$ cat src/verilog/ctg_consts.svh
// register offsets, field positions, reset values for the colour tile gain bank
`ifndef CTG_CONSTS_SVH
`define CTG_CONSTS_SVH

// ==========================================================
// block address window
`define CTG_BLOCK_BASE 8'h00
`define CTG_BLOCK_LAST 8'h0F

// ==========================================================
// register offsets
`define CTG_OFS_RED_GAIN 8'h00
`define CTG_OFS_GREEN_RED_GAIN 8'h01
`define CTG_OFS_GREEN_BLUE_GAIN 8'h02
`define CTG_OFS_BLUE_GAIN 8'h03
`define CTG_OFS_TILE_SHAPE 8'h05
`define CTG_OFS_ROW_ONE 8'h06
`define CTG_OFS_ROW_TWO 8'h07
`define CTG_OFS_ROW_THREE 8'h08
`define CTG_OFS_ROW_FOUR 8'h09
`define CTG_OFS_LOWER_REF 8'h0A
`define CTG_OFS_UPPER_REF 8'h0B
`define CTG_OFS_POWER 8'h0C
`define CTG_OFS_IDENT 8'h0F

// ==========================================================
// field positions
`define CTG_GAIN_MSB 5
`define CTG_TILE_COL_MSB 3
`define CTG_TILE_COL_LSB 2
`define CTG_TILE_ROW_MSB 1
`define CTG_TILE_ROW_LSB 0
`define CTG_PWR_BIAS_BIT 3
`define CTG_PWR_STANDBY_BIT 0

// ==========================================================
// write masks, unused bits read as zero
`define CTG_MASK_GAIN 8'h3F
`define CTG_MASK_TILE_SHAPE 8'h0F
`define CTG_MASK_POWER 8'h09

// ==========================================================
// reset values
`define CTG_RST_GAIN 6'h02
`define CTG_RST_TILE_SHAPE 8'h05
`define CTG_RST_ROW_ONE 8'h44
`define CTG_RST_ROW_TWO 8'hEE
`define CTG_RST_ROW_THREE 8'h00
`define CTG_RST_ROW_FOUR 8'h00
`define CTG_RST_LOWER_REF 8'h76
`define CTG_RST_UPPER_REF 8'h80
`define CTG_RST_POWER 8'h00
`define CTG_RST_BIAS_SEL 1'h0
`define CTG_RST_STANDBY 1'h0

// arbitrary identification value
`define CTG_IDENT_VALUE 8'h5A

`endif

$ cat src/verilog/ctg_pkg.sv
// types shared by the colour tile gain bank
package ctg_pkg;
  typedef logic [5:0] ctg_gain_t;
  typedef logic [7:0] ctg_byte_t;
  typedef logic [1:0] ctg_sel_t;
  typedef ctg_gain_t ctg_gain_arr_t [4];
  typedef enum logic [1:0] {
    CTG_TILE_ONE = 2'b00,
    CTG_TILE_TWO = 2'b01,
    CTG_TILE_FOUR = 2'b10
  } ctg_tile_n_t;
endpackage : ctg_pkg

$ cat src/verilog/ctg_gain_if.sv
// carrier between register decode and the shadowed gain bank
`timescale 1ns/10ps
interface ctg_gain_if;
  import ctg_pkg::*;
  logic wr_en;
  ctg_sel_t wr_idx;
  ctg_gain_t wr_data;
  logic frame_sync;
  ctg_gain_arr_t live;
  ctg_gain_arr_t active;
  modport bank (
    input wr_en,
    input wr_idx,
    input wr_data,
    input frame_sync,
    output live,
    output active
  );
  modport ctrl (
    output wr_en,
    output wr_idx,
    output wr_data,
    output frame_sync,
    input live,
    input active
  );
endinterface : ctg_gain_if

$ cat src/verilog/ctg_gain_bank.sv
// four colour gain codes with frame-boundary shadow copies
`timescale 1ns/10ps
`include "ctg_consts.svh"
module ctg_gain_bank
  import ctg_pkg::*;
(
  // clock and reset
  input wire logic clk,
  input wire logic rst_n,
  // register side
  ctg_gain_if.bank gif
);

  ctg_gain_t live_ff [4];
  ctg_gain_t active_ff [4];

  // ==========================================================
  // per colour storage
  for (genvar i = 0; i < 4; i++) begin : g_col
    always_ff @(posedge clk or negedge rst_n) begin
      if (!rst_n) begin
        live_ff[i] <= `CTG_RST_GAIN;
      end else if (gif.wr_en && gif.wr_idx == ctg_sel_t'(i)) begin
        live_ff[i] <= gif.wr_data;
      end
    end

    always_ff @(posedge clk or negedge rst_n) begin
      if (!rst_n) begin
        active_ff[i] <= `CTG_RST_GAIN;
      end else if (gif.frame_sync) begin
        active_ff[i] <= live_ff[i];
      end
    end

    assign gif.live[i] = live_ff[i];
    assign gif.active[i] = active_ff[i];
  end

endmodule : ctg_gain_bank

$ cat src/verilog/ctg_regs.sv
// analog configuration register bank: colour gains, tile map, references, power
`timescale 1ns/10ps
`include "ctg_consts.svh"
module ctg_regs
  import ctg_pkg::*;
(
  // clock and reset
  input wire logic CLOCK,
  input wire logic RST_N,
  // internal control bus
  input wire logic [7:0] ADDR,
  input wire logic [7:0] WDATA,
  input wire logic WR_EN,
  input wire logic RD_EN,
  output logic [7:0] RDATA,
  output logic RD_HIT,
  // sensor timing
  input wire logic FRAME_START,
  input wire logic PIX_VALID,
  input wire logic [1:0] PIX_ROW,
  input wire logic [1:0] PIX_COL,
  // pixel gain path
  output logic PIX_GAIN_VALID,
  output logic [1:0] PIX_COLOUR_SEL,
  output logic [5:0] PIX_GAIN_CODE,
  // analog controls
  output logic [7:0] LOWER_REF_CODE,
  output logic [7:0] UPPER_REF_CODE,
  output logic BIAS_PIN_SEL,
  output logic SOFT_STANDBY
);

  ctg_gain_if gif ();

  logic in_block;
  logic wr_hit;
  logic rd_take;
  logic wr_gain;
  logic wr_tile_shape;
  logic wr_row_one;
  logic wr_row_two;
  logic wr_row_three;
  logic wr_row_four;
  logic wr_lower_ref;
  logic wr_upper_ref;
  logic wr_power;
  logic bias_sel_ff;
  logic standby_ff;
  ctg_byte_t tile_shape_ff;
  ctg_byte_t row_def_ff [4];
  ctg_byte_t lower_ref_ff;
  ctg_byte_t upper_ref_ff;
  ctg_byte_t rdata_ff;
  ctg_byte_t nxt_rdata;
  logic rd_hit_ff;
  logic pix_valid_ff;
  ctg_sel_t colour_sel_ff;
  ctg_gain_t gain_code_ff;
  ctg_sel_t tile_row;
  ctg_sel_t tile_col;
  ctg_sel_t nxt_colour_sel;
  ctg_byte_t sel_row_def;

  // ==========================================================
  // address decode
  assign in_block = (ADDR <= `CTG_BLOCK_LAST);
  assign wr_hit = WR_EN && in_block;
  assign rd_take = RD_EN && in_block;

  // ==========================================================
  // per register write strobes
  assign wr_gain = wr_hit && (ADDR <= `CTG_OFS_BLUE_GAIN);
  assign wr_tile_shape = wr_hit && (ADDR == `CTG_OFS_TILE_SHAPE);
  assign wr_row_one = wr_hit && (ADDR == `CTG_OFS_ROW_ONE);
  assign wr_row_two = wr_hit && (ADDR == `CTG_OFS_ROW_TWO);
  assign wr_row_three = wr_hit && (ADDR == `CTG_OFS_ROW_THREE);
  assign wr_row_four = wr_hit && (ADDR == `CTG_OFS_ROW_FOUR);
  assign wr_lower_ref = wr_hit && (ADDR == `CTG_OFS_LOWER_REF);
  assign wr_upper_ref = wr_hit && (ADDR == `CTG_OFS_UPPER_REF);
  assign wr_power = wr_hit && (ADDR == `CTG_OFS_POWER);

  // ==========================================================
  // gain bank
  assign gif.wr_en = wr_gain;
  assign gif.wr_idx = ADDR[1:0];
  assign gif.wr_data = ctg_gain_t'(WDATA & `CTG_MASK_GAIN);
  assign gif.frame_sync = FRAME_START;

  ctg_gain_bank u_gain_bank (
    .clk (CLOCK),
    .rst_n (RST_N),
    .gif (gif.bank)
  );

  // ==========================================================
  // tile shape
  always_ff @(posedge CLOCK or negedge RST_N) begin
    if (!RST_N) begin
      tile_shape_ff <= `CTG_RST_TILE_SHAPE;
    end else if (wr_tile_shape) begin
      tile_shape_ff <= WDATA & `CTG_MASK_TILE_SHAPE;
    end
  end

  // ==========================================================
  // row definitions
  always_ff @(posedge CLOCK or negedge RST_N) begin
    if (!RST_N) begin
      row_def_ff[0] <= `CTG_RST_ROW_ONE;
    end else if (wr_row_one) begin
      row_def_ff[0] <= WDATA;
    end
  end

  always_ff @(posedge CLOCK or negedge RST_N) begin
    if (!RST_N) begin
      row_def_ff[1] <= `CTG_RST_ROW_TWO;
    end else if (wr_row_two) begin
      row_def_ff[1] <= WDATA;
    end
  end

  always_ff @(posedge CLOCK or negedge RST_N) begin
    if (!RST_N) begin
      row_def_ff[2] <= `CTG_RST_ROW_THREE;
    end else if (wr_row_three) begin
      row_def_ff[2] <= WDATA;
    end
  end

  always_ff @(posedge CLOCK or negedge RST_N) begin
    if (!RST_N) begin
      row_def_ff[3] <= `CTG_RST_ROW_FOUR;
    end else if (wr_row_four) begin
      row_def_ff[3] <= WDATA;
    end
  end

  // ==========================================================
  // lower reference code
  always_ff @(posedge CLOCK or negedge RST_N) begin
    if (!RST_N) begin
      lower_ref_ff <= `CTG_RST_LOWER_REF;
    end else if (wr_lower_ref) begin
      lower_ref_ff <= WDATA;
    end
  end

  // ==========================================================
  // upper reference code
  always_ff @(posedge CLOCK or negedge RST_N) begin
    if (!RST_N) begin
      upper_ref_ff <= `CTG_RST_UPPER_REF;
    end else if (wr_upper_ref) begin
      upper_ref_ff <= WDATA;
    end
  end

  // ==========================================================
  // bias source select
  always_ff @(posedge CLOCK or negedge RST_N) begin
    if (!RST_N) begin
      bias_sel_ff <= `CTG_RST_BIAS_SEL;
    end else if (wr_power) begin
      bias_sel_ff <= WDATA[`CTG_PWR_BIAS_BIT];
    end
  end

  // ==========================================================
  // soft standby
  always_ff @(posedge CLOCK or negedge RST_N) begin
    if (!RST_N) begin
      standby_ff <= `CTG_RST_STANDBY;
    end else if (wr_power) begin
      standby_ff <= WDATA[`CTG_PWR_STANDBY_BIT];
    end
  end

  // ==========================================================
  // read back
  always_comb begin
    nxt_rdata = 8'h00;
    unique case (ADDR)
      `CTG_OFS_RED_GAIN,
      `CTG_OFS_GREEN_RED_GAIN,
      `CTG_OFS_GREEN_BLUE_GAIN,
      `CTG_OFS_BLUE_GAIN: nxt_rdata = {2'b00, gif.live[ADDR[1:0]]};
      `CTG_OFS_TILE_SHAPE: nxt_rdata = tile_shape_ff;
      `CTG_OFS_ROW_ONE: nxt_rdata = row_def_ff[0];
      `CTG_OFS_ROW_TWO: nxt_rdata = row_def_ff[1];
      `CTG_OFS_ROW_THREE: nxt_rdata = row_def_ff[2];
      `CTG_OFS_ROW_FOUR: nxt_rdata = row_def_ff[3];
      `CTG_OFS_LOWER_REF: nxt_rdata = lower_ref_ff;
      `CTG_OFS_UPPER_REF: nxt_rdata = upper_ref_ff;
      `CTG_OFS_POWER: nxt_rdata = {4'h0, bias_sel_ff, 2'h0, standby_ff};
      `CTG_OFS_IDENT: nxt_rdata = `CTG_IDENT_VALUE;
      default: nxt_rdata = 8'h00;
    endcase
  end

  // ==========================================================
  // read hit
  always_ff @(posedge CLOCK or negedge RST_N) begin
    if (!RST_N) begin
      rd_hit_ff <= 1'b0;
    end else begin
      rd_hit_ff <= rd_take;
    end
  end

  // ==========================================================
  // read data register
  always_ff @(posedge CLOCK or negedge RST_N) begin
    if (!RST_N) begin
      rdata_ff <= 8'h00;
    end else if (rd_take) begin
      rdata_ff <= nxt_rdata;
    end
  end

  // ==========================================================
  // tile position
  always_comb begin
    tile_row = 2'b00;
    if (tile_shape_ff[`CTG_TILE_ROW_MSB]) begin
      tile_row = PIX_ROW;
    end else if (tile_shape_ff[`CTG_TILE_ROW_LSB]) begin
      tile_row = {1'b0, PIX_ROW[0]};
    end
  end

  always_comb begin
    tile_col = 2'b00;
    if (tile_shape_ff[`CTG_TILE_COL_MSB]) begin
      tile_col = PIX_COL;
    end else if (tile_shape_ff[`CTG_TILE_COL_LSB]) begin
      tile_col = {1'b0, PIX_COL[0]};
    end
  end

  // ==========================================================
  // selector lookup
  assign sel_row_def = row_def_ff[tile_row];
  assign nxt_colour_sel = sel_row_def[{tile_col, 1'b0} +: 2];

  // ==========================================================
  // pixel valid
  always_ff @(posedge CLOCK or negedge RST_N) begin
    if (!RST_N) begin
      pix_valid_ff <= 1'b0;
    end else begin
      pix_valid_ff <= PIX_VALID;
    end
  end

  // ==========================================================
  // colour selector
  always_ff @(posedge CLOCK or negedge RST_N) begin
    if (!RST_N) begin
      colour_sel_ff <= 2'b00;
    end else if (PIX_VALID) begin
      colour_sel_ff <= nxt_colour_sel;
    end
  end

  // ==========================================================
  // gain code
  always_ff @(posedge CLOCK or negedge RST_N) begin
    if (!RST_N) begin
      gain_code_ff <= `CTG_RST_GAIN;
    end else if (PIX_VALID) begin
      gain_code_ff <= gif.active[nxt_colour_sel];
    end
  end

  // ==========================================================
  // outputs
  assign RDATA = rdata_ff;
  assign RD_HIT = rd_hit_ff;
  assign PIX_GAIN_VALID = pix_valid_ff;
  assign PIX_COLOUR_SEL = colour_sel_ff;
  assign PIX_GAIN_CODE = gain_code_ff;
  assign LOWER_REF_CODE = lower_ref_ff;
  assign UPPER_REF_CODE = upper_ref_ff;
  assign BIAS_PIN_SEL = bias_sel_ff;
  assign SOFT_STANDBY = standby_ff;

endmodule : ctg_regs
$ cat config.mk
export PLATFORM = sky130hd
export DESIGN_NAME = ctg_regs
export DESIGN_NICKNAME = d
export VERILOG_FILES = /design/src/verilog/ctg_pkg.sv /design/src/verilog/ctg_gain_if.sv /design/src/verilog/ctg_gain_bank.sv /design/src/verilog/ctg_regs.sv
export VERILOG_INCLUDE_DIRS = /design/src /design/src/verilog
export SDC_FILE = /design/constraint.sdc
export NUM_CORES = 1
export LEC_CHECK = 0
export BUFFER_PORTS_ARGS = -buffer_cell sky130_fd_sc_hd__buf_4
export CAP_MARGIN = 20
export CORE_MARGIN = 1
export CORE_UTILIZATION = 35
export CTS_CLUSTER_SIZE = 40
export DETAILED_ROUTE_END_ITERATION = 8
export PLACE_DENSITY = 0.6
export SLEW_MARGIN = 15
export SYNTH_ARGS = -nofsm -noshare
export SYNTH_HDL_FRONTEND = slang
export SYNTH_SLANG_ARGS = --single-unit
$ cat constraint.sdc
create_clock -name CLOCK -period 6.5 [get_ports CLOCK]
set_clock_uncertainty 0.2 [all_clocks]
set_input_delay 1.3 -clock CLOCK [delete_from_list [all_inputs] [get_ports CLOCK]]
set_output_delay 1.3 -clock CLOCK [all_outputs]
set_load 0.005 [all_outputs]
==> results_dict.tcl <==
set metrics [dict create \
    syn_nets 456 \
    post-dp-hpwl_um 10500 \
    chipHeight_um 130 \
    tightest_slew_ps 1040 \
    netlist_instances 430 \
    final.min_clock_period_ps 3610 \
    hold_buffers 0 \
    outcome "complete, no violations" \
    via_per_inst 5.40 \
    post-route-util_pct 43.6 \
    rrSetupSlack_ps 3430 \
    seq_area_sq_um 3030 \
    clock.fmax_mhz 277 \
    syn2layout_area_growth_pct 21.3 \
    worstHoldStart "RDATA[0]$_DFFE_PN0P_" \
    die_area_sq_um 16800 \
    cts_setup_buffers 0 \
    initial_core_util_pct 36.0 \
    rsz0062_at_grt "false" \
    rows 46 \
    synth_top_area_share_pct 41.6 \
    worstSetupStartpoint "ADDR[5]" \
    slowest_delay_ps 710 \
    ys_ff_latch 120 \
    end_kind "register" \
    slew_violations 0 \
    multi_input_area_sq_um 2580 \
    critPathSlowestCell "or4_1" \
    final_hold_viol_count 0 \
    gp_congestion 0.866 \
    synth_top_area_cell "dfrtp_1" \
    io_buffers 61 \
    ys_warn_count 0 \
    clock-sinks 120 \
    synthArstFlopShare_pct 100 \
    cts_max_level 4 \
    worstReg2RegStart "tile_shape_ff[3]$_DFFE_PN0P_" \
    r2r-end "PIX_GAIN_CODE[1]$_DFFE_PN1P_" \
    cts_made_buffers 17 \
    clock_latency_ps 420 \
    drcViolationCount 0 \
    finalCritPeriodShare_pct 55.5 \
    p_leak_nw 3.17 \
    cpLargestDelayFamily "simple AND/OR/NAND/NOR gates" \
    clkTransAtPathRegs_ps 50 \
    totalWireLength_um 15200 \
    max_cap_violations 0 \
    grt_use_total_pct 19.9 \
    worstPathCellList "buf_4 > or4_1 > nor3_1 > nand2_1 > mux2_2" \
    grt_max_degree 74 \
    die-width_um 130 \
    fin_ws_ps 2890 \
    ys_seq_area_share_pct 53.1 \
    drt_pass1_iterations 4 \
    critPathRequiredTime_ps 6600 \
    layout.nets 518 \
    antenna_found_initial 0 \
    setup_tns_ps 0 \
    whs_endpoint "RDATA[0]$_DFFE_PN0P_" \
    hp-class "register to register" \
    syn_area_sq_um 5720 \
    wl_per_cell_um 21.1 \
    reg2regPathDepth 6 \
    postRouteAntennaNets 0 \
    cts_buffer_depth 2 \
    cts_root_buffer "clkbuf_16" \
    worst_setup_path_start_kind "input pin" \
    avgSynthCellArea_sq_um 13.3 \
    drive_gt1_share_pct 47.9 \
    vias 3890 \
    drt_iter0_markers 300 \
    cts_resized 0 \
    grt_pass1_wl_um 24200 \
    ys_types 48 \
    synth_flop_cell "dfrtp_1" \
    synth_area_leaders "dfrtp_1 (42%), mux2_2 (20%), dfstp_2 (11%), mux4_2 (5.1%), mux2i_1 (4.6%)" \
    cp.arrival_ps 3700 \
    place_ws_ps 2520 \
    coreArea_sq_um 15900 \
    crit_buf_inv 1 \
    cp_max_fo 8 \
    grt_pass1_vias 4122 \
    synth_edf_count 0 \
    ir_drop_mv 0.168 \
    max_slew_margin_pct 30.4 \
    nFillCells 1497 \
    setup_violations 0 \
    criticalPathCategory "input pin to register" \
    antennaDiodeCount 0 \
    ios 62 \
    hold_depth 2 \
    grt_overflow 0 \
    cts_tree "done" \
    power.density_nw_per_um2 269 \
]
[cells in the mapped netlist (all sizes together) (2+ instances only)]
cell type and number:
a21oi 2, a221oi 4, a22o 3, a22oi 7, buf 9, clkbuf 10, dfrtp 95, dfstp 25
inv 4, mux2 106, mux2i 26, mux4 13, nand2 36, nand2b 3, nand3 5, nand3b 2
nand4 2, nor2 25, nor2b 4, nor3 4, nor3b 2, o211ai 2, o21ai 18, o221ai 7
o22ai 2
[cells by family after synthesis]
logic type             synth area share (%)
AO/OA/AOI/OAI                          6.83
XOR/XNOR                              0.153
buffers and inverters                  1.71
flip-flops                             53.1
multiplexers                           30.6
AND/OR/NAND/NOR                        7.66
[placed cells by master, fill, tap and decap left out, drive strengths merged, types with 2 or more instances in the layout]
cell type | synthesis | final
nor3b | 2 | 2
mux2i | 26 | 26
o21ai | 18 | 18
nand2 | 36 | 36
buf | 9 | 62
nand2b | 3 | 3
a221oi | 4 | 4
o22ai | 2 | 2
nand4 | 2 | 2
a21oi | 2 | 2
a22o | 3 | 3
dfrtp | 95 | 95
inv | 4 | 4
nand3b | 2 | 2
nor3 | 4 | 4
o221ai | 7 | 7
nor2 | 25 | 25
dfstp | 25 | 25
mux4 | 13 | 13
nor2b | 4 | 4
a22oi | 7 | 7
mux2 | 106 | 106
o211ai | 2 | 2
clkinv | 0 | 3
clkbuf | 10 | 28
nand3 | 5 | 5
[where the power goes]
group | switching, W | internal, W | total [W]
Clock | 0.000313 | 0.000574 | 0.000887
Combinational | 0.0000834 | 0.0000746 | 0.000158
Sequential | 0.0000293 | 0.000791 | 0.000820
[worst max path at each step]
| stage | to | slack, ps | cells after the start |
|---|---|---|---|
| 3_3_place_gp | LOWER_REF_CODE[3]$_DFFE_PN0P_ | 2560 | 6 |
| 4_1_cts | LOWER_REF_CODE[3]$_DFFE_PN0P_ | 2960 | 6 |
| 5_1_grt | LOWER_REF_CODE[7]$_DFFE_PN0P_ | 2870 | 6 |
| 6_report | UPPER_REF_CODE[3]$_DFFE_PN0P_ | 2890 | 5 |
| 2_1_floorplan | row_def_ff[12]$_DFFE_PN0P_ | 3130 | 6 |
| 3_5_place_dp | LOWER_REF_CODE[3]$_DFFE_PN0P_ | 2520 | 6 |
[state kept, by name, summed over array words and instances, names as in the netlist]
register                cells
BIAS_PIN_SEL                1
LOWER_REF_CODE              8
PIX_COLOUR_SEL              2
PIX_GAIN_CODE               6
PIX_GAIN_VALID              1
RDATA                       8
RD_HIT                      1
SOFT_STANDBY                1
UPPER_REF_CODE              8
row_def_ff                 32
tile_shape_ff               4
u_gain_bank.gif.active     24
u_gain_bank.gif.live       24
[area by class of cell]
type,instances,area share [%]
Tap cell,216,3.90
Multi-Input combinational cell,287,37.3
Clock buffer,28,7.46
Sequential cell,120,43.8
Inverter,4,0.217
Timing Repair Buffer,62,6.72
Clock inverter,4,0.650
[worst register-to-register path: cells and delay by family, from the launching register on]
kind	cells	cell delay (ps)
compound gates	4	1350
flops	1	450
mux	2	970
[through the flow]
stage	std cells	total power, W	cell area, sq um	hold slack, ps
detailed placement	689	0.000991	6370	280
global placement	689	0.000986	6370	265
finish	721	0.00186	6930	281
floorplan	430	0.000908	5720	273
CTS	721	0.00188	6930	292
global route	721	0.00193	6930	311
[metal layers]
metal | global-route usage [%] | wire (um) | vias up
li1 | - | - | 1722
met1 | 26.3 | 6920 | 2020
met2 | 30.4 | 7070 | 128
met3 | 6.15 | 986 | 20
met4 | 7.59 | 255 | 0
met5 | 0 | 0 | -
(Power assumes the default switching activity.)
